## src/clk_supervisor_consts.vh

```
`ifndef CLK_SUPERVISOR_CONSTS_VH
`define CLK_SUPERVISOR_CONSTS_VH
// Register word indices; a register's bus byte address is four times its index
`define OFS_OSC_CONTROL 8'h8f
`define OFS_PERIPH_FLAG 8'h03
`define OFS_PERIPH_ENABLE 8'h04
`define OFS_CONFIG 8'h05
`define OFS_STATUS 8'h06
`define OFS_SLEEP_CMD 8'h07
// Oscillator control fields
`define OSC_FREQ_MSB 6
`define OSC_FREQ_LSB 4
`define OSC_TIMEOUT_BIT 3
`define OSC_HF_STABLE_BIT 2
`define OSC_LF_STABLE_BIT 1
`define OSC_SYS_SEL_BIT 0
`define OSC_FREQ_RESET 3'h6
// Peripheral flag and enable bit
`define OSC_FAIL_BIT 2
// Configuration word fields
`define CFG_MODE_MSB 2
`define CFG_MODE_LSB 0
`define CFG_SWITCHOVER_BIT 3
`define CFG_MONITOR_EN_BIT 4
`define CFG_PWRUP_EN_BIT 5
`define CFG_RESET 8'h00
// Oscillator modes
`define MODE_LP 3'h0
`define MODE_XT 3'h1
`define MODE_HS 3'h2
`define MODE_EC 3'h3
// Timing
`define STARTUP_CYCLES 11'h400
`define SAMPLE_DIV 7'h40
`define PWRUP_TIME_US 64
`define CLK_MHZ 125
`define PWRUP_CYCLES ((`PWRUP_TIME_US) * (`CLK_MHZ))
`endif

```

## src/edge_sync.v

```verilog
module edge_sync (
  input wire clk_sys,
  input wire rstn,
  input wire sigIn,
  output reg level,
  output reg rise,
  output reg fall
);
  reg s1_ff;
  reg s2_ff;
  always @(posedge clk_sys or negedge rstn) begin
    if (!rstn) begin
      s1_ff <= 1'b0;
      s2_ff <= 1'b0;
      level <= 1'b0;
      rise <= 1'b0;
      fall <= 1'b0;
    end else begin
      s1_ff <= sigIn;
      s2_ff <= s1_ff;
      level <= s2_ff;
      rise <= s2_ff & ~level;
      fall <= ~s2_ff & level;
    end
  end
endmodule // edge_sync

```

## src/clock_supervisor.v

```verilog
// The AXI4-Lite interface to the registers is this design's own decision.
`include "clk_supervisor_consts.vh"
module clock_supervisor #(
  parameter PWRUP_CYCLES = `PWRUP_CYCLES
) (
  input wire clk_sys,
  input wire rstn,
  input wire [9:0] s_axi_awaddr,
  input wire s_axi_awvalid,
  output reg s_axi_awready,
  input wire [31:0] s_axi_wdata,
  input wire [3:0] s_axi_wstrb,
  input wire s_axi_wvalid,
  output reg s_axi_wready,
  output reg [1:0] s_axi_bresp,
  output reg s_axi_bvalid,
  input wire s_axi_bready,
  input wire [9:0] s_axi_araddr,
  input wire s_axi_arvalid,
  output reg s_axi_arready,
  output reg [31:0] s_axi_rdata,
  output reg [1:0] s_axi_rresp,
  output reg s_axi_rvalid,
  input wire s_axi_rready,
  input wire extOsc,
  input wire internalRcClock,
  input wire hfInternalStable,
  input wire lfInternalStable,
  input wire sleepEnter,
  input wire wakeUp,
  output reg useExternalClk,
  output reg sysClkHold,
  output reg [2:0] internalFreqSelect,
  output reg watchdogClear,
  output reg oscFailIrq
);
  localparam ST_PWRUP = 3'h0;
  localparam ST_COUNT = 3'h1;
  localparam ST_WAIT_INT = 3'h2;
  localparam ST_HOLD = 3'h3;
  localparam ST_RUN = 3'h4;
  localparam ST_SLEEP = 3'h5;

  reg rs1_ff;
  reg rst_ff;
  always @(posedge clk_sys or negedge rstn) begin
    if (!rstn) begin
      rs1_ff <= 1'b0;
      rst_ff <= 1'b0;
    end else begin
      rs1_ff <= 1'b1;
      rst_ff <= rs1_ff;
    end
  end
  wire rn = rst_ff;

  wire extLevel;
  wire extRise;
  wire extFall;
  wire rcLevel;
  wire rcRise;
  wire rcFall;
  edge_sync u_ext (
    .clk_sys(clk_sys),
    .rstn(rn),
    .sigIn(extOsc),
    .level(extLevel),
    .rise(extRise),
    .fall(extFall)
  );
  edge_sync u_rc (
    .clk_sys(clk_sys),
    .rstn(rn),
    .sigIn(internalRcClock),
    .level(rcLevel),
    .rise(rcRise),
    .fall(rcFall)
  );

  reg [7:0] config_ff;
  reg [2:0] freq_ff;
  reg sysSel_ff;
  reg timeout_ff;
  reg failFlag_ff;
  reg failIrqEn_ff;
  reg failSafe_ff;
  reg [2:0] state_ff;
  reg [10:0] ostCnt_ff;
  reg [31:0] pwrCnt_ff;
  reg [5:0] divCnt_ff;
  reg sampleClk_ff;
  reg monLatch_ff;
  reg monArmed_ff;

  wire [2:0] oscMode = config_ff[`CFG_MODE_MSB:`CFG_MODE_LSB];
  wire crystalMode = (oscMode == `MODE_LP) | (oscMode == `MODE_XT) | (oscMode == `MODE_HS);
  wire monEn = config_ff[`CFG_MONITOR_EN_BIT];
  // Monitor forces two-speed behaviour; internal-select bypasses it
  wire twoSpeed = (config_ff[`CFG_SWITCHOVER_BIT] | monEn) & ~sysSel_ff & crystalMode;

  // Register bus write path: address and data accepted in either order
  reg awHave_ff;
  reg wHave_ff;
  reg [7:0] awAddr_ff;
  reg [31:0] wData_ff;
  reg [3:0] wStrb_ff;
  wire doWrite = awHave_ff & wHave_ff & ~s_axi_bvalid;
  wire wrLane0 = doWrite & wStrb_ff[0];
  wire wrOsc = wrLane0 & (awAddr_ff == `OFS_OSC_CONTROL);
  wire wrFlag = wrLane0 & (awAddr_ff == `OFS_PERIPH_FLAG);
  wire wrEn = wrLane0 & (awAddr_ff == `OFS_PERIPH_ENABLE);
  wire wrCfg = wrLane0 & (awAddr_ff == `OFS_CONFIG);
  wire wrSleep = wrLane0 & (awAddr_ff == `OFS_SLEEP_CMD) & wData_ff[0];
  wire mapped = (awAddr_ff == `OFS_OSC_CONTROL) | (awAddr_ff == `OFS_PERIPH_FLAG) |
                (awAddr_ff == `OFS_PERIPH_ENABLE) | (awAddr_ff == `OFS_CONFIG) |
                (awAddr_ff == `OFS_SLEEP_CMD) | (awAddr_ff == `OFS_STATUS);
  wire selChange = wrOsc & (wData_ff[`OSC_SYS_SEL_BIT] != sysSel_ff);
  wire goSleep = sleepEnter | wrSleep;

  always @(posedge clk_sys or negedge rn) begin
    if (!rn) begin
      awHave_ff <= 1'b0;
      wHave_ff <= 1'b0;
      awAddr_ff <= 8'h00;
      wData_ff <= 32'h0;
      wStrb_ff <= 4'h0;
      s_axi_awready <= 1'b0;
      s_axi_wready <= 1'b0;
      s_axi_bvalid <= 1'b0;
      s_axi_bresp <= 2'h0;
    end else begin
      s_axi_awready <= ~awHave_ff & ~s_axi_awready & s_axi_awvalid;
      s_axi_wready <= ~wHave_ff & ~s_axi_wready & s_axi_wvalid;
      if (s_axi_awvalid & s_axi_awready) begin
        awHave_ff <= 1'b1;
        awAddr_ff <= s_axi_awaddr[9:2];
      end
      if (s_axi_wvalid & s_axi_wready) begin
        wHave_ff <= 1'b1;
        wData_ff <= s_axi_wdata;
        wStrb_ff <= s_axi_wstrb;
      end
      if (doWrite) begin
        awHave_ff <= 1'b0;
        wHave_ff <= 1'b0;
        s_axi_bvalid <= 1'b1;
        s_axi_bresp <= mapped ? 2'h0 : 2'h3;
      end else if (s_axi_bvalid & s_axi_bready) begin
        s_axi_bvalid <= 1'b0;
      end
    end
  end

  // Registers and fail-safe
  wire failDetect;
  always @(posedge clk_sys or negedge rn) begin
    if (!rn) begin
      config_ff <= `CFG_RESET;
      freq_ff <= `OSC_FREQ_RESET;
      sysSel_ff <= 1'b0;
      failIrqEn_ff <= 1'b0;
      failFlag_ff <= 1'b0;
      failSafe_ff <= 1'b0;
    end else begin
      if (wrCfg)
        config_ff <= wData_ff[7:0];
      if (wrOsc) begin
        freq_ff <= wData_ff[`OSC_FREQ_MSB:`OSC_FREQ_LSB];
        sysSel_ff <= wData_ff[`OSC_SYS_SEL_BIT];
      end
      if (wrEn)
        failIrqEn_ff <= wData_ff[`OSC_FAIL_BIT];
      if (failDetect) begin
        failSafe_ff <= 1'b1;
      end else if (selChange | goSleep) begin
        failSafe_ff <= 1'b0;
      end
      // Set wins over clear; clear ignored during fail-safe
      if (failDetect)
        failFlag_ff <= 1'b1;
      else if (wrFlag & ~wData_ff[`OSC_FAIL_BIT] & ~failSafe_ff)
        failFlag_ff <= 1'b0;
      else if (wrFlag & wData_ff[`OSC_FAIL_BIT])
        failFlag_ff <= 1'b1;
    end
  end

  // Start-up sequencer
  always @(posedge clk_sys or negedge rn) begin
    if (!rn) begin
      state_ff <= ST_PWRUP;
      ostCnt_ff <= 11'h0;
      pwrCnt_ff <= 32'h0;
      timeout_ff <= 1'b0;
    end else begin
      case (state_ff)
        ST_PWRUP: begin
          if (config_ff[`CFG_PWRUP_EN_BIT] && pwrCnt_ff < PWRUP_CYCLES - 1) begin
            pwrCnt_ff <= pwrCnt_ff + 32'h1;
          end else begin
            ostCnt_ff <= 11'h0;
            state_ff <= ST_COUNT;
          end
        end
        ST_COUNT: begin
          if (!crystalMode) begin
            state_ff <= ST_HOLD;
          end else if (extFall) begin
            if (ostCnt_ff == `STARTUP_CYCLES - 11'h1)
              state_ff <= twoSpeed ? ST_WAIT_INT : ST_HOLD;
            ostCnt_ff <= ostCnt_ff + 11'h1;
          end
        end
        ST_WAIT_INT: begin
          if (rcFall) begin
            timeout_ff <= 1'b1;
            state_ff <= ST_HOLD;
          end
        end
        ST_HOLD: begin
          if (extFall | ~crystalMode) begin
            timeout_ff <= 1'b1;
            state_ff <= ST_RUN;
          end
        end
        ST_RUN: begin
          if (failDetect)
            timeout_ff <= 1'b0;
        end
        default: begin
          if (wakeUp) begin
            ostCnt_ff <= 11'h0;
            state_ff <= ST_COUNT;
          end
        end
      endcase
      if (goSleep) begin
        timeout_ff <= 1'b0;
        state_ff <= ST_SLEEP;
      end
    end
  end

  // Sample clock: internal RC divided by 64
  always @(posedge clk_sys or negedge rn) begin
    if (!rn) begin
      divCnt_ff <= 6'h0;
      sampleClk_ff <= 1'b0;
    end else if (rcRise) begin
      divCnt_ff <= divCnt_ff + 6'h1;
      if (divCnt_ff == `SAMPLE_DIV / 2 - 1)
        sampleClk_ff <= ~sampleClk_ff;
      if (divCnt_ff == 6'h3f)
        sampleClk_ff <= ~sampleClk_ff;
    end
  end

  reg samplePrev_ff;
  wire sampleRise = sampleClk_ff & ~samplePrev_ff;
  wire sampleFall = ~sampleClk_ff & samplePrev_ff;
  wire monActive = monEn & (state_ff == ST_RUN) & ~failSafe_ff;
  assign failDetect = monActive & monArmed_ff & sampleFall & ~monLatch_ff;
  always @(posedge clk_sys or negedge rn) begin
    if (!rn) begin
      samplePrev_ff <= 1'b0;
      monLatch_ff <= 1'b0;
      monArmed_ff <= 1'b0;
    end else begin
      samplePrev_ff <= sampleClk_ff;
      // First check only at the sample fall after a sample rise has cleared the latch
      if (!monActive)
        monArmed_ff <= 1'b0;
      else if (sampleRise)
        monArmed_ff <= 1'b1;
      if (extFall)
        monLatch_ff <= 1'b1;
      else if (sampleRise)
        monLatch_ff <= 1'b0;
    end
  end

  // Outputs
  always @(posedge clk_sys or negedge rn) begin
    if (!rn) begin
      useExternalClk <= 1'b0;
      sysClkHold <= 1'b0;
      internalFreqSelect <= `OSC_FREQ_RESET;
      watchdogClear <= 1'b0;
      oscFailIrq <= 1'b0;
    end else begin
      useExternalClk <= (state_ff == ST_RUN) & ~sysSel_ff & ~failSafe_ff & ~failDetect;
      sysClkHold <= (state_ff == ST_HOLD);
      internalFreqSelect <= freq_ff;
      watchdogClear <= failDetect;
      oscFailIrq <= failFlag_ff & failIrqEn_ff;
    end
  end

  // Read path
  reg [7:0] rdByte;
  always @* begin
    rdByte = 8'h00;
    if (s_axi_araddr[9:2] == `OFS_OSC_CONTROL)
      rdByte = {1'b0, freq_ff, timeout_ff, hfInternalStable, lfInternalStable, sysSel_ff};
    else if (s_axi_araddr[9:2] == `OFS_PERIPH_FLAG)
      rdByte = {5'h0, failFlag_ff, 2'h0};
    else if (s_axi_araddr[9:2] == `OFS_PERIPH_ENABLE)
      rdByte = {5'h0, failIrqEn_ff, 2'h0};
    else if (s_axi_araddr[9:2] == `OFS_CONFIG)
      rdByte = config_ff;
    else if (s_axi_araddr[9:2] == `OFS_STATUS)
      rdByte = {monLatch_ff, rcLevel, failSafe_ff, 2'h0, state_ff};
  end
  wire rdMapped = (s_axi_araddr[9:2] == `OFS_OSC_CONTROL) |
                  (s_axi_araddr[9:2] == `OFS_PERIPH_FLAG) |
                  (s_axi_araddr[9:2] == `OFS_PERIPH_ENABLE) |
                  (s_axi_araddr[9:2] == `OFS_CONFIG) |
                  (s_axi_araddr[9:2] == `OFS_STATUS) |
                  (s_axi_araddr[9:2] == `OFS_SLEEP_CMD);
  always @(posedge clk_sys or negedge rn) begin
    if (!rn) begin
      s_axi_arready <= 1'b0;
      s_axi_rvalid <= 1'b0;
      s_axi_rdata <= 32'h0;
      s_axi_rresp <= 2'h0;
    end else begin
      s_axi_arready <= s_axi_arvalid & ~s_axi_arready & ~s_axi_rvalid;
      if (s_axi_arvalid & s_axi_arready) begin
        s_axi_rvalid <= 1'b1;
        s_axi_rdata <= {24'h0, rdByte};
        s_axi_rresp <= rdMapped ? 2'h0 : 2'h3;
      end else if (s_axi_rvalid & s_axi_rready) begin
        s_axi_rvalid <= 1'b0;
      end
    end
  end
endmodule // clock_supervisor

```

## config.mk

```make
export PLATFORM = sky130hd
export DESIGN_NAME = clock_supervisor
export DESIGN_NICKNAME = d
export VERILOG_FILES = /design/src/edge_sync.v /design/src/clock_supervisor.v
export VERILOG_INCLUDE_DIRS = /design/src
export SDC_FILE = /design/constraint.sdc
export NUM_CORES = 1
export LEC_CHECK = 0
export BUFFER_PORTS_ARGS = -buffer_cell sky130_fd_sc_hd__buf_2
export CAP_MARGIN = 5
export CELL_PAD_IN_SITES_DETAIL_PLACEMENT = 1
export CELL_PAD_IN_SITES_GLOBAL_PLACEMENT = 2
export CORE_ASPECT_RATIO = 0.75
export CORE_MARGIN = 1.5
export CORE_UTILIZATION = 34
export CTS_CLUSTER_DIAMETER = 30
export DETAILED_ROUTE_END_ITERATION = 10
export GPL_ROUTABILITY_DRIVEN = 0
export PLACE_DENSITY = 0.83
export SYNTH_ARGS = -nofsm -noshare
export SYNTH_HDL_FRONTEND = slang
export SYNTH_SLANG_ARGS = --single-unit
```

## constraint.sdc

```tcl
create_clock -name clk_sys -period 4.5 [get_ports clk_sys]
set_input_delay 0.675 -clock clk_sys [delete_from_list [all_inputs] [get_ports clk_sys]]
set_output_delay 0.675 -clock clk_sys [all_outputs]
set_load 0.02 [all_outputs]
```

==> reports/results.md <==
## Outcome
* finished, final reports clean — outcome

## Pwr
* 543.8 nW/µm² — Power Dens Cells
* 0.3055 mV — maximum vdd drop
* 13.8% — combinational cell fraction of total power
* 43.8% — Seq pwr share
* 0.9511 mW — net switching power of the design
* 2.434 mW — internal portion of total power
* 2.955 nW — LEAKAGE
* 42.4% — fraction of power consumed by the clock network
* 28.09% — sw frac

## STA
* 11.36 ps — worst-case clock skew
* 2405 ps — minimum period implied by the final worst setup slack
* 37.46 ps — tightest hold margin
* 680.4 ps — Worst Max-Slew Pin Slew
* 53.44% — Tcrit/Tclk final
* no — setup repair after global routing missed its margin
* 415.8 MHz — Max Clk Rate
* 0 — Pins Over Slew Limit
* 54.36% — slew margin rel.
* 2095 ps — least setup slack across all paths after layout
* 0 — total setup violations reported at the end of the flow
* 0 ps — sum of negative setup slack
* 0 — final hold vios

## CTS
* 0 — Gates resized, CTS repair
* 60 ps — Clk pin slew, worst setup/hold paths
* done — TritonCTS clock tree
* 410 ps — Clock Latency Late Sink
* 123 — Sink Count
* 17 — total clock buffers created by CTS
* 0 — buffers inserted by post-CTS timing repair
* sky130_fd_sc_hd__clkbuf_16 — root cell of the clock tree
* 0 — Hold-fix buffers, CTS
* 2 — Longest Clk Path Bufs
* 4 — CTS H-tree depth

## Die
* 15,130 µm² — area of the placeable core
* 146.4 µm — die width
* 117 — ports placed on the boundary
* 34.66% — Starting Density
* 39 — Row Count
* 16,180 µm² — die area
* 110.5 µm — chip height

## Drt
* 0 — post-route ant nets
* 0 — final routed DRC violation total
* 15.89 µm — routed length per placed instance
* 4 — number of iterations in the first detailed-routing pass
* 3,623 — routed via count
* 126 — Iteration-0 DRC Markers
* 11,650 µm — final routed wirelength across all metal layers
* 4.943 — post-detailed-route via-to-cell ratio

## Synth
* sky130_fd_sc_hd__dfrtp_1 (119), sky130_fd_sc_hd__nand2_1 (40), sky130_fd_sc_hd__nor2_1 (35), sky130_fd_sc_hd__mux2_2 (32), sky130_fd_sc_hd__clkbuf_1 (29) — commonest cells in the netlist
* 5243 µm² — post-synthesis instance area
* sky130_fd_sc_hd__dfrtp_1 — most common flop cell mapped by yosys
* 49 — count of unique library cells instantiated by Yosys
* sky130_fd_sc_hd__dfrtp_1 — cell type with the highest aggregate area in the netlist
* 11.27 µm² — mean instance size in the synthesized netlist
* 465 — synthesized instance count
* 0 — yosys synthesis warning count
* 58.81% — fraction of the yosys area taken by sequential cells
* 100.0% — proportion of register bits with asynchronous set or reset after synthesis
* 56.80% — top cell type's share of synthesized area
* sky130_fd_sc_hd__dfrtp_1 (57%), sky130_fd_sc_hd__mux2_2 (6.9%), sky130_fd_sc_hd__buf_4 (3.7%) — main area contributors after synthesis
* 0 — number of enable flip-flop cells after synthesis
* 123 — Yosys reg bits
* sky130_fd_sc_hd__dfrtp_1 — most numerous cell in the Yosys netlist

## Final layout
* 25.95% — share of layout cells above drive strength 1
* 587 — nets@finish
* 3087 µm² — Storage cell area
* 1,670 — Filler Cells Inserted
* 0 — Antenna Diode Count
* 18.76% — area grow syn2layout
* 1889 µm² — area of the multi-input gates

## Placement
* 61 — number of buffers added on ports
* 2146 ps — worst slack, placed
* 8167 µm — sum of net half-perimeters after detailed placement

## GRT
* 15.42% — GR Util All Layers
* 19,760 µm — global-route wire length before repair
* 0 — GRT Residual Overflow
* 0 — initial antenna violation count
* 47 — maximum number of pins on one net before global-route repair
* 3,872 — vias in the first global route

## Setup path
* 12 — crit-path max FO
* flop — startpoint kind of the worst setup timing path
* 4830 ps — required time at the endpoint of the critical path
* 2740 ps — Worst EP arrival
* sky130_fd_sc_hd__o311a_1 — cell with the biggest individual delay on the critical path
* ha_1 -> nand2_1 -> o21ai_0 -> a211o_1 -> o311a_1 -> mux2i_1 — Critical Path, Cell by Cell
* flop — endpoint kind of the worst setup timing path
* reg -> reg — critical path class
* compound AO/OA/AOI/OAI gates — cell family contributing the most delay on the critical path
* 570 ps — CP max stage delay
* 0 — number of buffer and inverter stages on the critical path

## Flow run
* 0 — count of maximum capacitance violations

## Worst hold path
* in -> async — worst hold path type

## worst paths after layout
kind / start / endpoint / slack [ps] / cells after the start
min reg2reg: rn / pwrCnt_ff[10] / 340 / 0
max in group asynchronous: rn / internalFreqSelect[2] / 3170 / 1
max: pwrCnt_ff[0] / ostCnt_ff[1] / 2100 / 6
max reg2reg: pwrCnt_ff[0] / ostCnt_ff[1] / 2100 / 6
min: rstn / rn / 40 / 1
min in group clk_sys: rs1_ff / rn / 350 / 0
## per-layer routing
| metal | vias up | track usage, % | share of wire [%] |
|---|---|---|---|
| met5 | - | 0 | 0 |
| met4 | 0 | 3.636 | 0.43 |
| li1 | 1675 | - | - |
| met2 | 71 | 24.30 | 48 |
| met1 | 1872 | 20.18 | 47 |
| met3 | 5 | 5.785 | 4.8 |
## cells in the final DEF, fill, tap and decap left out, types with 3 or more instances in the layout
master	synthesis	final
sky130_fd_sc_hd__a22oi_1	6	6
sky130_fd_sc_hd__a21oi_1	14	14
sky130_fd_sc_hd__nor3b_1	6	6
sky130_fd_sc_hd__dfrtp_1	119	118
sky130_fd_sc_hd__and4_1	3	3
sky130_fd_sc_hd__nand2_1	40	40
sky130_fd_sc_hd__nor3_1	6	6
sky130_fd_sc_hd__clkbuf_16	0	17
sky130_fd_sc_hd__clkinv_2	0	4
sky130_fd_sc_hd__conb_1	2	25
sky130_fd_sc_hd__nand3_1	15	15
sky130_fd_sc_hd__and2_1	4	4
sky130_fd_sc_hd__buf_4	26	3
sky130_fd_sc_hd__nor4_1	9	9
sky130_fd_sc_hd__bufinv_16	0	4
sky130_fd_sc_hd__mux2_2	32	32
sky130_fd_sc_hd__nand4_1	10	10
sky130_fd_sc_hd__ha_1	3	3
sky130_fd_sc_hd__a31oi_1	11	11
sky130_fd_sc_hd__and3_1	10	10
sky130_fd_sc_hd__nor4b_1	3	3
sky130_fd_sc_hd__nand3b_1	3	3
sky130_fd_sc_hd__dfstp_2	4	4
sky130_fd_sc_hd__xnor2_1	8	8
sky130_fd_sc_hd__nor2b_1	7	7
sky130_fd_sc_hd__inv_1	11	11
sky130_fd_sc_hd__buf_2	0	61
sky130_fd_sc_hd__clkinv_4	0	4
sky130_fd_sc_hd__xor2_1	9	9
sky130_fd_sc_hd__o21ai_0	10	10
sky130_fd_sc_hd__nor2_1	35	35
## final cells by class
class                   instances  area share (%)
flip-flops and latches        123           49.58
clock buffers                  17           6.833
inverters                      11          0.6632
clock inverters                15           3.195
well taps                     205           4.120
repair buffers                 64           5.265
multi-input cells             298           30.35
## worst reg2reg max path, cell delays in order, from the launching register on
cell and delay (ps):
sky130_fd_sc_hd__dfrtp_1 380, sky130_fd_sc_hd__ha_1 220, sky130_fd_sc_hd__nand2_1 120, sky130_fd_sc_hd__o21ai_0 310, sky130_fd_sc_hd__a211o_1 480, sky130_fd_sc_hd__o311a_1 570, sky130_fd_sc_hd__mux2i_1 240
## through the flow
stage	instance area, µm²	util, %	std cells	total power, mW
6_report	6226	41.16	733	3.385
5_1_grt	6226	41.16	733	3.554
4_1_cts	6226	41.16	733	3.426
3_5_place_dp	5602	37.03	701	1.968
3_3_place_gp	5602	37.03	701	1.923
2_1_floorplan	5329	-	488	1.814
## power groups by stage
| stage | Sequential, mW | Clock, mW | Combinational [mW] |
|---|---|---|---|
| after floorplan | 1.47 | 0 | 0.348 |
| after global placement | 1.48 | 0 | 0.442 |
| after detailed placement | 1.50 | 0 | 0.469 |
| after CTS | 1.49 | 1.47 | 0.475 |
| after global routing | 1.51 | 1.52 | 0.517 |
| final | 1.48 | 1.44 | 0.467 |
## flip-flops by register name, summed over array words and instances, names as in the netlist, 3 cells and up
register and count:
internalFreqSelect 3, divCnt_ff 5, wData_ff 8, pwrCnt_ff 32, s_axi_rdata 8, awAddr_ff 8, state_ff 3, freq_ff 3
config_ff 8, ostCnt_ff 11
## cells by family after synthesis
| logic type | after synthesis | share of synthesized area, % |
|---|---|---|
| AOI/OAI and AO/OA | 63 | 8.115 |
| and+or+nand+nor | 156 | 15.32 |
| other | 2 | 0.1433 |
| DFF | 123 | 58.81 |
| adders and majority gates | 3 | 0.7161 |
| xor gates and xnor gates | 17 | 2.840 |
| buffers and inverters | 67 | 6.802 |
| muxes | 34 | 7.255 |
(Power assumes the default switching activity.)
